[config.mk]
export PLATFORM = sky130hd
export DESIGN_NAME = adc_sequence_control
export DESIGN_NICKNAME = d
export VERILOG_FILES = /design/src/logic/sar_step.v /design/src/logic/stop_delay.v /design/src/logic/adc_sequence_control.v
export VERILOG_INCLUDE_DIRS = /design/src /design/src/inc
export SDC_FILE = /design/constraint.sdc
export NUM_CORES = 1
export LEC_CHECK = 0
export BUFFER_PORTS_ARGS = -buffer_cell sky130_fd_sc_hd__buf_2
export CORE_ASPECT_RATIO = 0.8
export CORE_MARGIN = 2
export CORE_UTILIZATION = 40
export DETAILED_ROUTE_END_ITERATION = 16
export HOLD_SLACK_MARGIN = 0.12
export PLACE_DENSITY = 0.53
export SLEW_MARGIN = 15
export SYNTH_ARGS = -nofsm -noshare
export SYNTH_HDL_FRONTEND = slang
export SYNTH_SLANG_ARGS = --single-unit
[constraint.sdc]
create_clock -name clk -period 3.4 [get_ports clk]
set_clock_uncertainty 0.2 [all_clocks]
set_input_delay 0.68 -clock clk [delete_from_list [all_inputs] [get_ports clk]]
set_output_delay 0.68 -clock clk [all_outputs]
set_load 0.01 [all_outputs]
[src/inc/adc_defines.vh]
`ifndef ADC_DEFINES_VH
`define ADC_DEFINES_VH
`define ADDR_CTL 8'h30
`define ADDR_RES1 8'h31
`define ADDR_RES2 8'h32
`define ADDR_RES3 8'h33
`define ADDR_RES4 8'h34
`define ADDR_OPT 8'h39
`define OPT_RESET 8'h10
`define OPT_PWR 7
`define OPT_CONVERTER_CLOCK_PICK 6
`define OPT_IRQ_EDGE_PICK 5
`define OPT_DLY 4
`define OPT_CME 3
`define OPT_CLOCK_MONITOR_FORCE 2
`define OPT_PROT_MASK 8'h37
`define CTL_SCAN 5
`define CTL_MULTI_CHANNEL_PICK 4
`define PROT_WINDOW 64
`define SAMPLE_CYC 12
`define SAR_BITS 8
`define STOP_DLY_CYC 4000
`define STOP_FAST_CYC 4
`endif

[src/logic/sar_step.v]
`timescale 1ns/10ps
`include "adc_defines.vh"
module sar_step (
  input wire clk,
  input wire arst_n,
  input wire ce,
  input wire start,
  input wire cmp_hi,
  output reg busy,
  output reg done,
  output reg [7:0] sar_q
);
  reg [2:0] bit_q;
  always @(posedge clk or negedge arst_n) begin
    if (!arst_n) begin
      busy <= 1'b0;
      done <= 1'b0;
      sar_q <= 8'h00;
      bit_q <= 3'h0;
    end else if (ce) begin
      done <= 1'b0;
      if (start) begin
        busy <= 1'b1;
        bit_q <= 3'h7;
        sar_q <= 8'h80;
      end else if (busy) begin
        // keep or drop the trial bit, then try the next one down
        if (!cmp_hi)
          sar_q[bit_q] <= 1'b0;
        if (bit_q == 3'h0) begin
          busy <= 1'b0;
          done <= 1'b1;
        end else begin
          sar_q[bit_q - 3'h1] <= 1'b1;
          bit_q <= bit_q - 3'h1;
        end
      end
    end
  end
endmodule

[src/logic/stop_delay.v]
`timescale 1ns/10ps
`include "adc_defines.vh"
module stop_delay #(
  parameter LONG_CYC = `STOP_DLY_CYC
) (
  input wire clk,
  input wire arst_n,
  input wire ce,
  input wire wake,
  input wire long_dly,
  output wire running
);
  reg [12:0] cnt_q;
  assign running = (cnt_q == 13'h0000);
  always @(posedge clk or negedge arst_n) begin
    if (!arst_n)
      cnt_q <= 13'h0000;
    else if (ce) begin
      if (wake)
        cnt_q <= long_dly ? LONG_CYC[12:0] : 13'd`STOP_FAST_CYC;
      else if (cnt_q != 13'h0000)
        cnt_q <= cnt_q - 13'h0001;
    end
  end
endmodule

[src/logic/adc_sequence_control.v]
`timescale 1ns/10ps
`include "adc_defines.vh"
module adc_sequence_control #(
  parameter CONV_CYC = 32,
  parameter STOP_CYC = `STOP_DLY_CYC
) (
  input wire clk,
  input wire arst_n,
  input wire ce,
  input wire [7:0] addr,
  input wire [7:0] wdata,
  input wire wr,
  input wire rd,
  output reg [7:0] rdata,
  input wire special_mode,
  input wire cmp_hi_pin,
  input wire rc_tick,
  input wire irq_n_pin,
  input wire stop_wake,
  input wire clk_monitor_fail,
  output reg [3:0] mux_sel,
  output reg sample_sw,
  output reg [7:0] dac_code,
  output wire conv_power,
  output wire conv_clk_rc,
  output wire clk_monitor_active,
  output reg irq_req,
  output wire cpu_running
);
  localparam S_IDLE = 2'd0;
  localparam S_WAIT = 2'd1;
  localparam S_SAMP = 2'd2;
  localparam S_CONV = 2'd3;

  reg [7:0] opt_q;
  reg [6:0] prot_cnt_q;
  reg prot_done_q;
  reg [5:0] ctl_q;
  reg flag_q;
  reg [7:0] res_q [0:3];
  reg [1:0] st_q;
  reg [1:0] slot_q;
  reg [7:0] cyc_q;
  reg cmp_m_q, cmp_q, rc_m_q, rc_q, rc_d_q, irq_m_q, irq_q, irq_p_q;
  reg sar_start_q;
  wire sar_busy, sar_done;
  wire [7:0] sar_val;
  wire step_en;
  wire ctl_wr;

  function [3:0] chan_of;
    input [5:0] ctl;
    input [1:0] slot;
    begin
      if (ctl[`CTL_MULTI_CHANNEL_PICK])
        chan_of = {ctl[3:2], slot};
      else
        chan_of = ctl[3:0];
    end
  endfunction

  assign ctl_wr = wr && (addr == `ADDR_CTL);
  assign conv_power = opt_q[`OPT_PWR];
  assign conv_clk_rc = opt_q[`OPT_CONVERTER_CLOCK_PICK];
  // rc mode steps on a synchronised oscillator edge, else every clock
  assign step_en = conv_clk_rc ? (rc_q & ~rc_d_q) : 1'b1;
  assign clk_monitor_active = opt_q[`OPT_CLOCK_MONITOR_FORCE] | opt_q[`OPT_CME];

  always @(posedge clk or negedge arst_n) begin
    if (!arst_n) begin
      cmp_m_q <= 1'b0;
      cmp_q <= 1'b0;
      rc_m_q <= 1'b0;
      rc_q <= 1'b0;
      rc_d_q <= 1'b0;
      irq_m_q <= 1'b1;
      irq_q <= 1'b1;
      irq_p_q <= 1'b1;
    end else if (ce) begin
      cmp_m_q <= cmp_hi_pin;
      cmp_q <= cmp_m_q;
      rc_m_q <= rc_tick;
      rc_q <= rc_m_q;
      rc_d_q <= rc_q;
      irq_m_q <= irq_n_pin;
      irq_q <= irq_m_q;
      irq_p_q <= irq_q;
    end
  end

  always @(posedge clk or negedge arst_n) begin
    if (!arst_n)
      irq_req <= 1'b0;
    else if (ce) begin
      if (opt_q[`OPT_IRQ_EDGE_PICK])
        irq_req <= irq_p_q & ~irq_q;
      else
        irq_req <= ~irq_q;
    end
  end

  // options register with write-once window for protected bits
  always @(posedge clk or negedge arst_n) begin
    if (!arst_n) begin
      opt_q <= `OPT_RESET;
      prot_cnt_q <= 7'h00;
      prot_done_q <= 1'b0;
    end else if (ce) begin
      if (prot_cnt_q != `PROT_WINDOW)
        prot_cnt_q <= prot_cnt_q + 7'h01;
      if (wr && addr == `ADDR_OPT) begin
        if (special_mode ||
            (!prot_done_q && prot_cnt_q != `PROT_WINDOW)) begin
          opt_q <= wdata;
          prot_done_q <= 1'b1;
        end else
          opt_q <= (opt_q & `OPT_PROT_MASK) |
                   (wdata & ~`OPT_PROT_MASK);
        // forced monitor cannot be cleared once set
        if (opt_q[`OPT_CLOCK_MONITOR_FORCE])
          opt_q[`OPT_CLOCK_MONITOR_FORCE] <= 1'b1;
      end
    end
  end

  stop_delay #(
    .LONG_CYC(STOP_CYC)
  ) u_stop (
    .clk(clk),
    .arst_n(arst_n),
    .ce(ce),
    .wake(stop_wake),
    .long_dly(opt_q[`OPT_DLY]),
    .running(cpu_running)
  );

  sar_step u_sar (
    .clk(clk),
    .arst_n(arst_n),
    .ce(ce & step_en),
    .start(sar_start_q),
    .cmp_hi(cmp_q),
    .busy(sar_busy),
    .done(sar_done),
    .sar_q(sar_val)
  );

  // sequencer; a control write aborts anything in flight
  always @(posedge clk or negedge arst_n) begin
    if (!arst_n) begin
      st_q <= S_IDLE;
      ctl_q <= 6'h00;
      flag_q <= 1'b0;
      slot_q <= 2'h0;
      cyc_q <= 8'h00;
      sar_start_q <= 1'b0;
      sample_sw <= 1'b0;
      mux_sel <= 4'h0;
      dac_code <= 8'h00;
      res_q[0] <= 8'h00;
      res_q[1] <= 8'h00;
      res_q[2] <= 8'h00;
      res_q[3] <= 8'h00;
    end else if (ce) begin
      sar_start_q <= 1'b0;
      dac_code <= sar_val;
      if (!conv_power) begin
        st_q <= S_IDLE;
        sample_sw <= 1'b0;
      end else if (ctl_wr) begin
        ctl_q <= wdata[5:0];
        flag_q <= 1'b0;
        slot_q <= 2'h0;
        sample_sw <= 1'b0;
        st_q <= S_WAIT;
      end else begin
        case (st_q)
          S_IDLE: begin
          end
          S_WAIT: begin
            mux_sel <= chan_of(ctl_q, slot_q);
            sample_sw <= 1'b1;
            cyc_q <= 8'h00;
            st_q <= S_SAMP;
          end
          S_SAMP: begin
            if (step_en) begin
              if (cyc_q == `SAMPLE_CYC - 1) begin
                sample_sw <= 1'b0;
                sar_start_q <= 1'b1;
                cyc_q <= 8'h00;
                st_q <= S_CONV;
              end else
                cyc_q <= cyc_q + 8'h01;
            end
          end
          S_CONV: begin
            // count steps up to CONV_CYC; the exit waits on sar_done alone
            if (step_en && cyc_q != CONV_CYC[7:0])
              cyc_q <= cyc_q + 8'h01;
            if (sar_done) begin
              res_q[slot_q] <= sar_val;
              slot_q <= slot_q + 2'h1;
              if (slot_q == 2'h3) begin
                flag_q <= 1'b1;
                if (ctl_q[`CTL_SCAN])
                  st_q <= S_WAIT;
                else
                  st_q <= S_IDLE;
              end else
                st_q <= S_WAIT;
            end
          end
          default: st_q <= S_IDLE;
        endcase
      end
    end
  end

  // reads sample the slot before this edge's update lands
  always @(posedge clk or negedge arst_n) begin
    if (!arst_n)
      rdata <= 8'h00;
    else if (ce) begin
      if (!rd)
        rdata <= 8'h00;
      else if (addr == `ADDR_CTL)
        rdata <= {flag_q, 1'b0, ctl_q};
      else if (addr == `ADDR_RES1)
        rdata <= res_q[0];
      else if (addr == `ADDR_RES2)
        rdata <= res_q[1];
      else if (addr == `ADDR_RES3)
        rdata <= res_q[2];
      else if (addr == `ADDR_RES4)
        rdata <= res_q[3];
      else if (addr == `ADDR_OPT)
        rdata <= opt_q;
      else
        rdata <= 8'h00;
    end
  end
endmodule

==> impl_metrics.env <==
export IMPL_start_util=0.414
export IMPL_ys_warn_count=0
export IMPL_syn_area_per_cell_um2=11.0
export IMPL_insertion_delay_ns=0.41
export IMPL_stdcell_area_mm2=0.00735
export IMPL_required_ns=2.52
export IMPL_grt_max_degree=56
export IMPL_cp_common_cell="inv_1"
export IMPL_dp_cells=813
export IMPL_fmax_mhz=351
export IMPL_synth_top_cell_by_area="dfrtp_1"
export IMPL_comb_power_share=0.190
export IMPL_ys_seq_area_frac=0.494
export IMPL_grt_total_usage=0.189
export IMPL_ys_flop_type="dfrtp_1"
export IMPL_finalSetupViolations=0
export IMPL_end_kind="primary output"
export IMPL_p_sw_mw=1.39
export IMPL_postSynthCellCount=572
export IMPL_synth_seq_cells=124
export IMPL_start_kind="register"
export IMPL_fin_cells=845
export IMPL_cts_setup_buffers=0
export IMPL_avgViaCountPerCell=5.35
export IMPL_p_seq_frac=0.425
export IMPL_async_flop_share=1.00
export IMPL_finalSetupTns_ns=0
export IMPL_slew_headroom=0.533
export IMPL_dpl_instance_area_mm2=0.00676
export IMPL_slew_violations=0
export IMPL_dieArea_mm2=0.0168
export IMPL_antenna_cells=0
export IMPL_synth_area_leaders="dfrtp_1 48%, mux2_2 9.3%, ha_1 3.2%"
export IMPL_cpMaxStageDelayCell="dfrtp_1"
export IMPL_cap_violations=0
export IMPL_vias=4521
export IMPL_hold_buffers=1
export IMPL_layout_drive_gt1_share=0.268
export IMPL_syn_nets=615
export IMPL_antenna_found_initial=0
export IMPL_antenna_left=0
export IMPL_dieHeight_um=116
export IMPL_wl_per_cell_um=17.3
export IMPL_tightest_slew_ns=0.700
export IMPL_cp_cell_sequence="inv_1 > ha_1 > nor4b_1 > nand4_1 > inv_1 > buf_2"
export IMPL_cp_arrival_ns=1.97
export IMPL_fin_crit_ns=2.85
export IMPL_hold_slack_ns=0.266
export IMPL_met3_usage=0.0426
export IMPL_clk_path_buf_depth=2
export IMPL_cp_max_fo=8
export IMPL_power_total_mw=4.62
export IMPL_power_frac_clock=0.385
export IMPL_die_w_um=144
export IMPL_grt_pass1_wl_um=24100
export IMPL_synth_area_mm2=0.00630
export IMPL_dr_pass1_iters=5
export IMPL_dpl_worst_slack_ns=0.575
export IMPL_synth_edff_count=0
export IMPL_n_fill_cell=1425
export IMPL_switching_share=0.302
export IMPL_power_density_mw_per_mm2=629
export IMPL_clkSinkCount=124
export IMPL_grt_ovfl_total=0
export IMPL_synth_distinct_cells=60
export IMPL_hpwlAfterDp_um=10300
export IMPL_cts_resized_gates=0
export IMPL_final_common_cell="dfrtp_1"
export IMPL_port_buffers=51
export IMPL_core_mm2=0.0152
export IMPL_rows=40
export IMPL_mostFrequentLayoutCells="120 x dfrtp_1, 52 x mux2_2, 50 x buf_2"
export IMPL_period_share=0.838
export IMPL_p_int_mw=3.23
export IMPL_synth_top_area_frac=0.477
export IMPL_place_gp_congestion=0.823
export IMPL_routed_wirelength_um=14600
export IMPL_htree_num_levels=4
export IMPL_use_met1=0.280
export IMPL_crit_type="register to primary output"
export IMPL_io_pin_count=53
export IMPL_hold_viol_final=0
export IMPL_cts_root_buf="clkbuf_16"
export IMPL_use_met2=0.271
export IMPL_dr_first_iter_drc_count=308
export IMPL_p_leak_nw=3.45
export IMPL_drc=0
export IMPL_grt_pass1_vias=4478
export IMPL_setup_ws_ns=0.552
export IMPL_post_route_util=0.483
export IMPL_clkTransAtPathRegs_ns=0.05
export IMPL_numCtsBuffers=17
export IMPL_cts_tree="done"
export IMPL_grt_busiest_layer="met1"
export IMPL_nets=666
export IMPL_grt_setup_unrepaired="no"
export IMPL_min_path_type="register to register"
export IMPL_status="finished, final reports clean"
export IMPL_area_growth_syn_to_layout_pct=16.7
export IMPL_irDropWorstVdd_v=0.000434
export IMPL_slowest_delay_ns=0.40
[metal layers]
layer  vias up  share of wire  wire (µm)
met3        21          0.039        574
met4         0          0.017        251
met5         -              0          0
met2       115           0.43       6270
met1      2224           0.52       7550
li1       2161              -          -
[critical path: cells and delay by family, from the launching register on]
| family | cells | cell delay, ns |
|---|---|---|
| buf+inv | 3 | 0.34 |
| flops | 1 | 0.40 |
| fa+ha+maj | 1 | 0.17 |
| simple gates | 2 | 0.64 |
[path summary, 6_finish.rpt]
kind	start	endpoint	slack, ns	cells after the start
max	u_stop.cnt_q[0]$_DFFE_PN0P_	cpu_running	0.55	6
min	prot_done_q$_DFFE_PN0P_	prot_done_q$_DFFE_PN0P_	0.27	1
max reg2reg	u_stop.cnt_q[0]$_DFFE_PN0P_	u_stop.cnt_q[7]$_DFFE_PN0P_	0.88	6
min reg2reg	prot_done_q$_DFFE_PN0P_	prot_done_q$_DFFE_PN0P_	0.27	1
max in group asynchronous	arst_n	rc_m_q$_DFFE_PN0P_	1.57	3
min in group asynchronous	arst_n	irq_req$_DFFE_PN0P_	0.62	2
[cells by family (layout without fill, tap and decap cells)]
family | after synthesis | count (layout) | share of synthesized area
flip-flops | 124 | 124 | 0.494
AO/OA/AOI/OAI | 140 | 140 | 0.153
buffers and inverters | 67 | 130 | 0.0433
multiplexers | 74 | 74 | 0.138
adder cells (fa/ha/maj) | 16 | 16 | 0.0318
XOR/XNOR | 8 | 8 | 0.0111
AND/OR/NAND/NOR | 143 | 143 | 0.130
[area by class of cell]
cell class                      count  area [µm²]  area share
Inverter                           40         150      0.0204
Multi-Input combinational cell    381        2920       0.397
Clock inverter                      7        87.6      0.0119
Tap cell                          210         263      0.0358
Clock buffer                       24         492      0.0669
Sequential cell                   124        3110       0.423
Timing Repair Buffer               59         333      0.0453
[cell usage after synthesis, types with 3 or more instances]
cell type  count
a21oi_1       21
a22o_1        19
a22oi_1       14
a31oi_1        5
and2_1         5
and3_1         6
buf_1          4
buf_2          5
clkbuf_1      16
dfrtp_1      120
dfstp_2        4
ha_1          16
inv_1         40
mux2_2        52
mux2_4        12
mux2i_1       10
nand2_1       36
nand2b_1       7
nand3_1       11
nand4_1        8
nor2_1        27
nor2b_1       12
nor3_1         8
nor4b_1        3
o211ai_1       7
o21ai_0       34
o21bai_1       7
o22ai_1        9
o31ai_1        3
xnor2_1        5
xor2_1         3
[power by group through the flow]
stage | Combinational [mW] | Clock [mW] | Sequential [mW]
after floorplan | 0.621 | 0 | 1.90
after global placement | 0.850 | 0 | 1.97
after detailed placement | 0.862 | 0 | 1.98
after CTS | 0.877 | 1.82 | 1.96
after global routing | 0.991 | 1.88 | 2.00
final | 0.879 | 1.78 | 1.96
[registers in the layout (all words and copies together), names as in the netlist, 2 cells and up]
signal,flops
cyc_q,8
rdata,8
mux_sel,4
u_stop.cnt_q,13
prot_cnt_q,7
slot_q,2
u_sar.sar_q,8
ctl_q,6
dac_code,8
opt_q,8
res_q,32
st_q,2
u_sar.bit_q,3
Power figures use the tool's default switching activity.
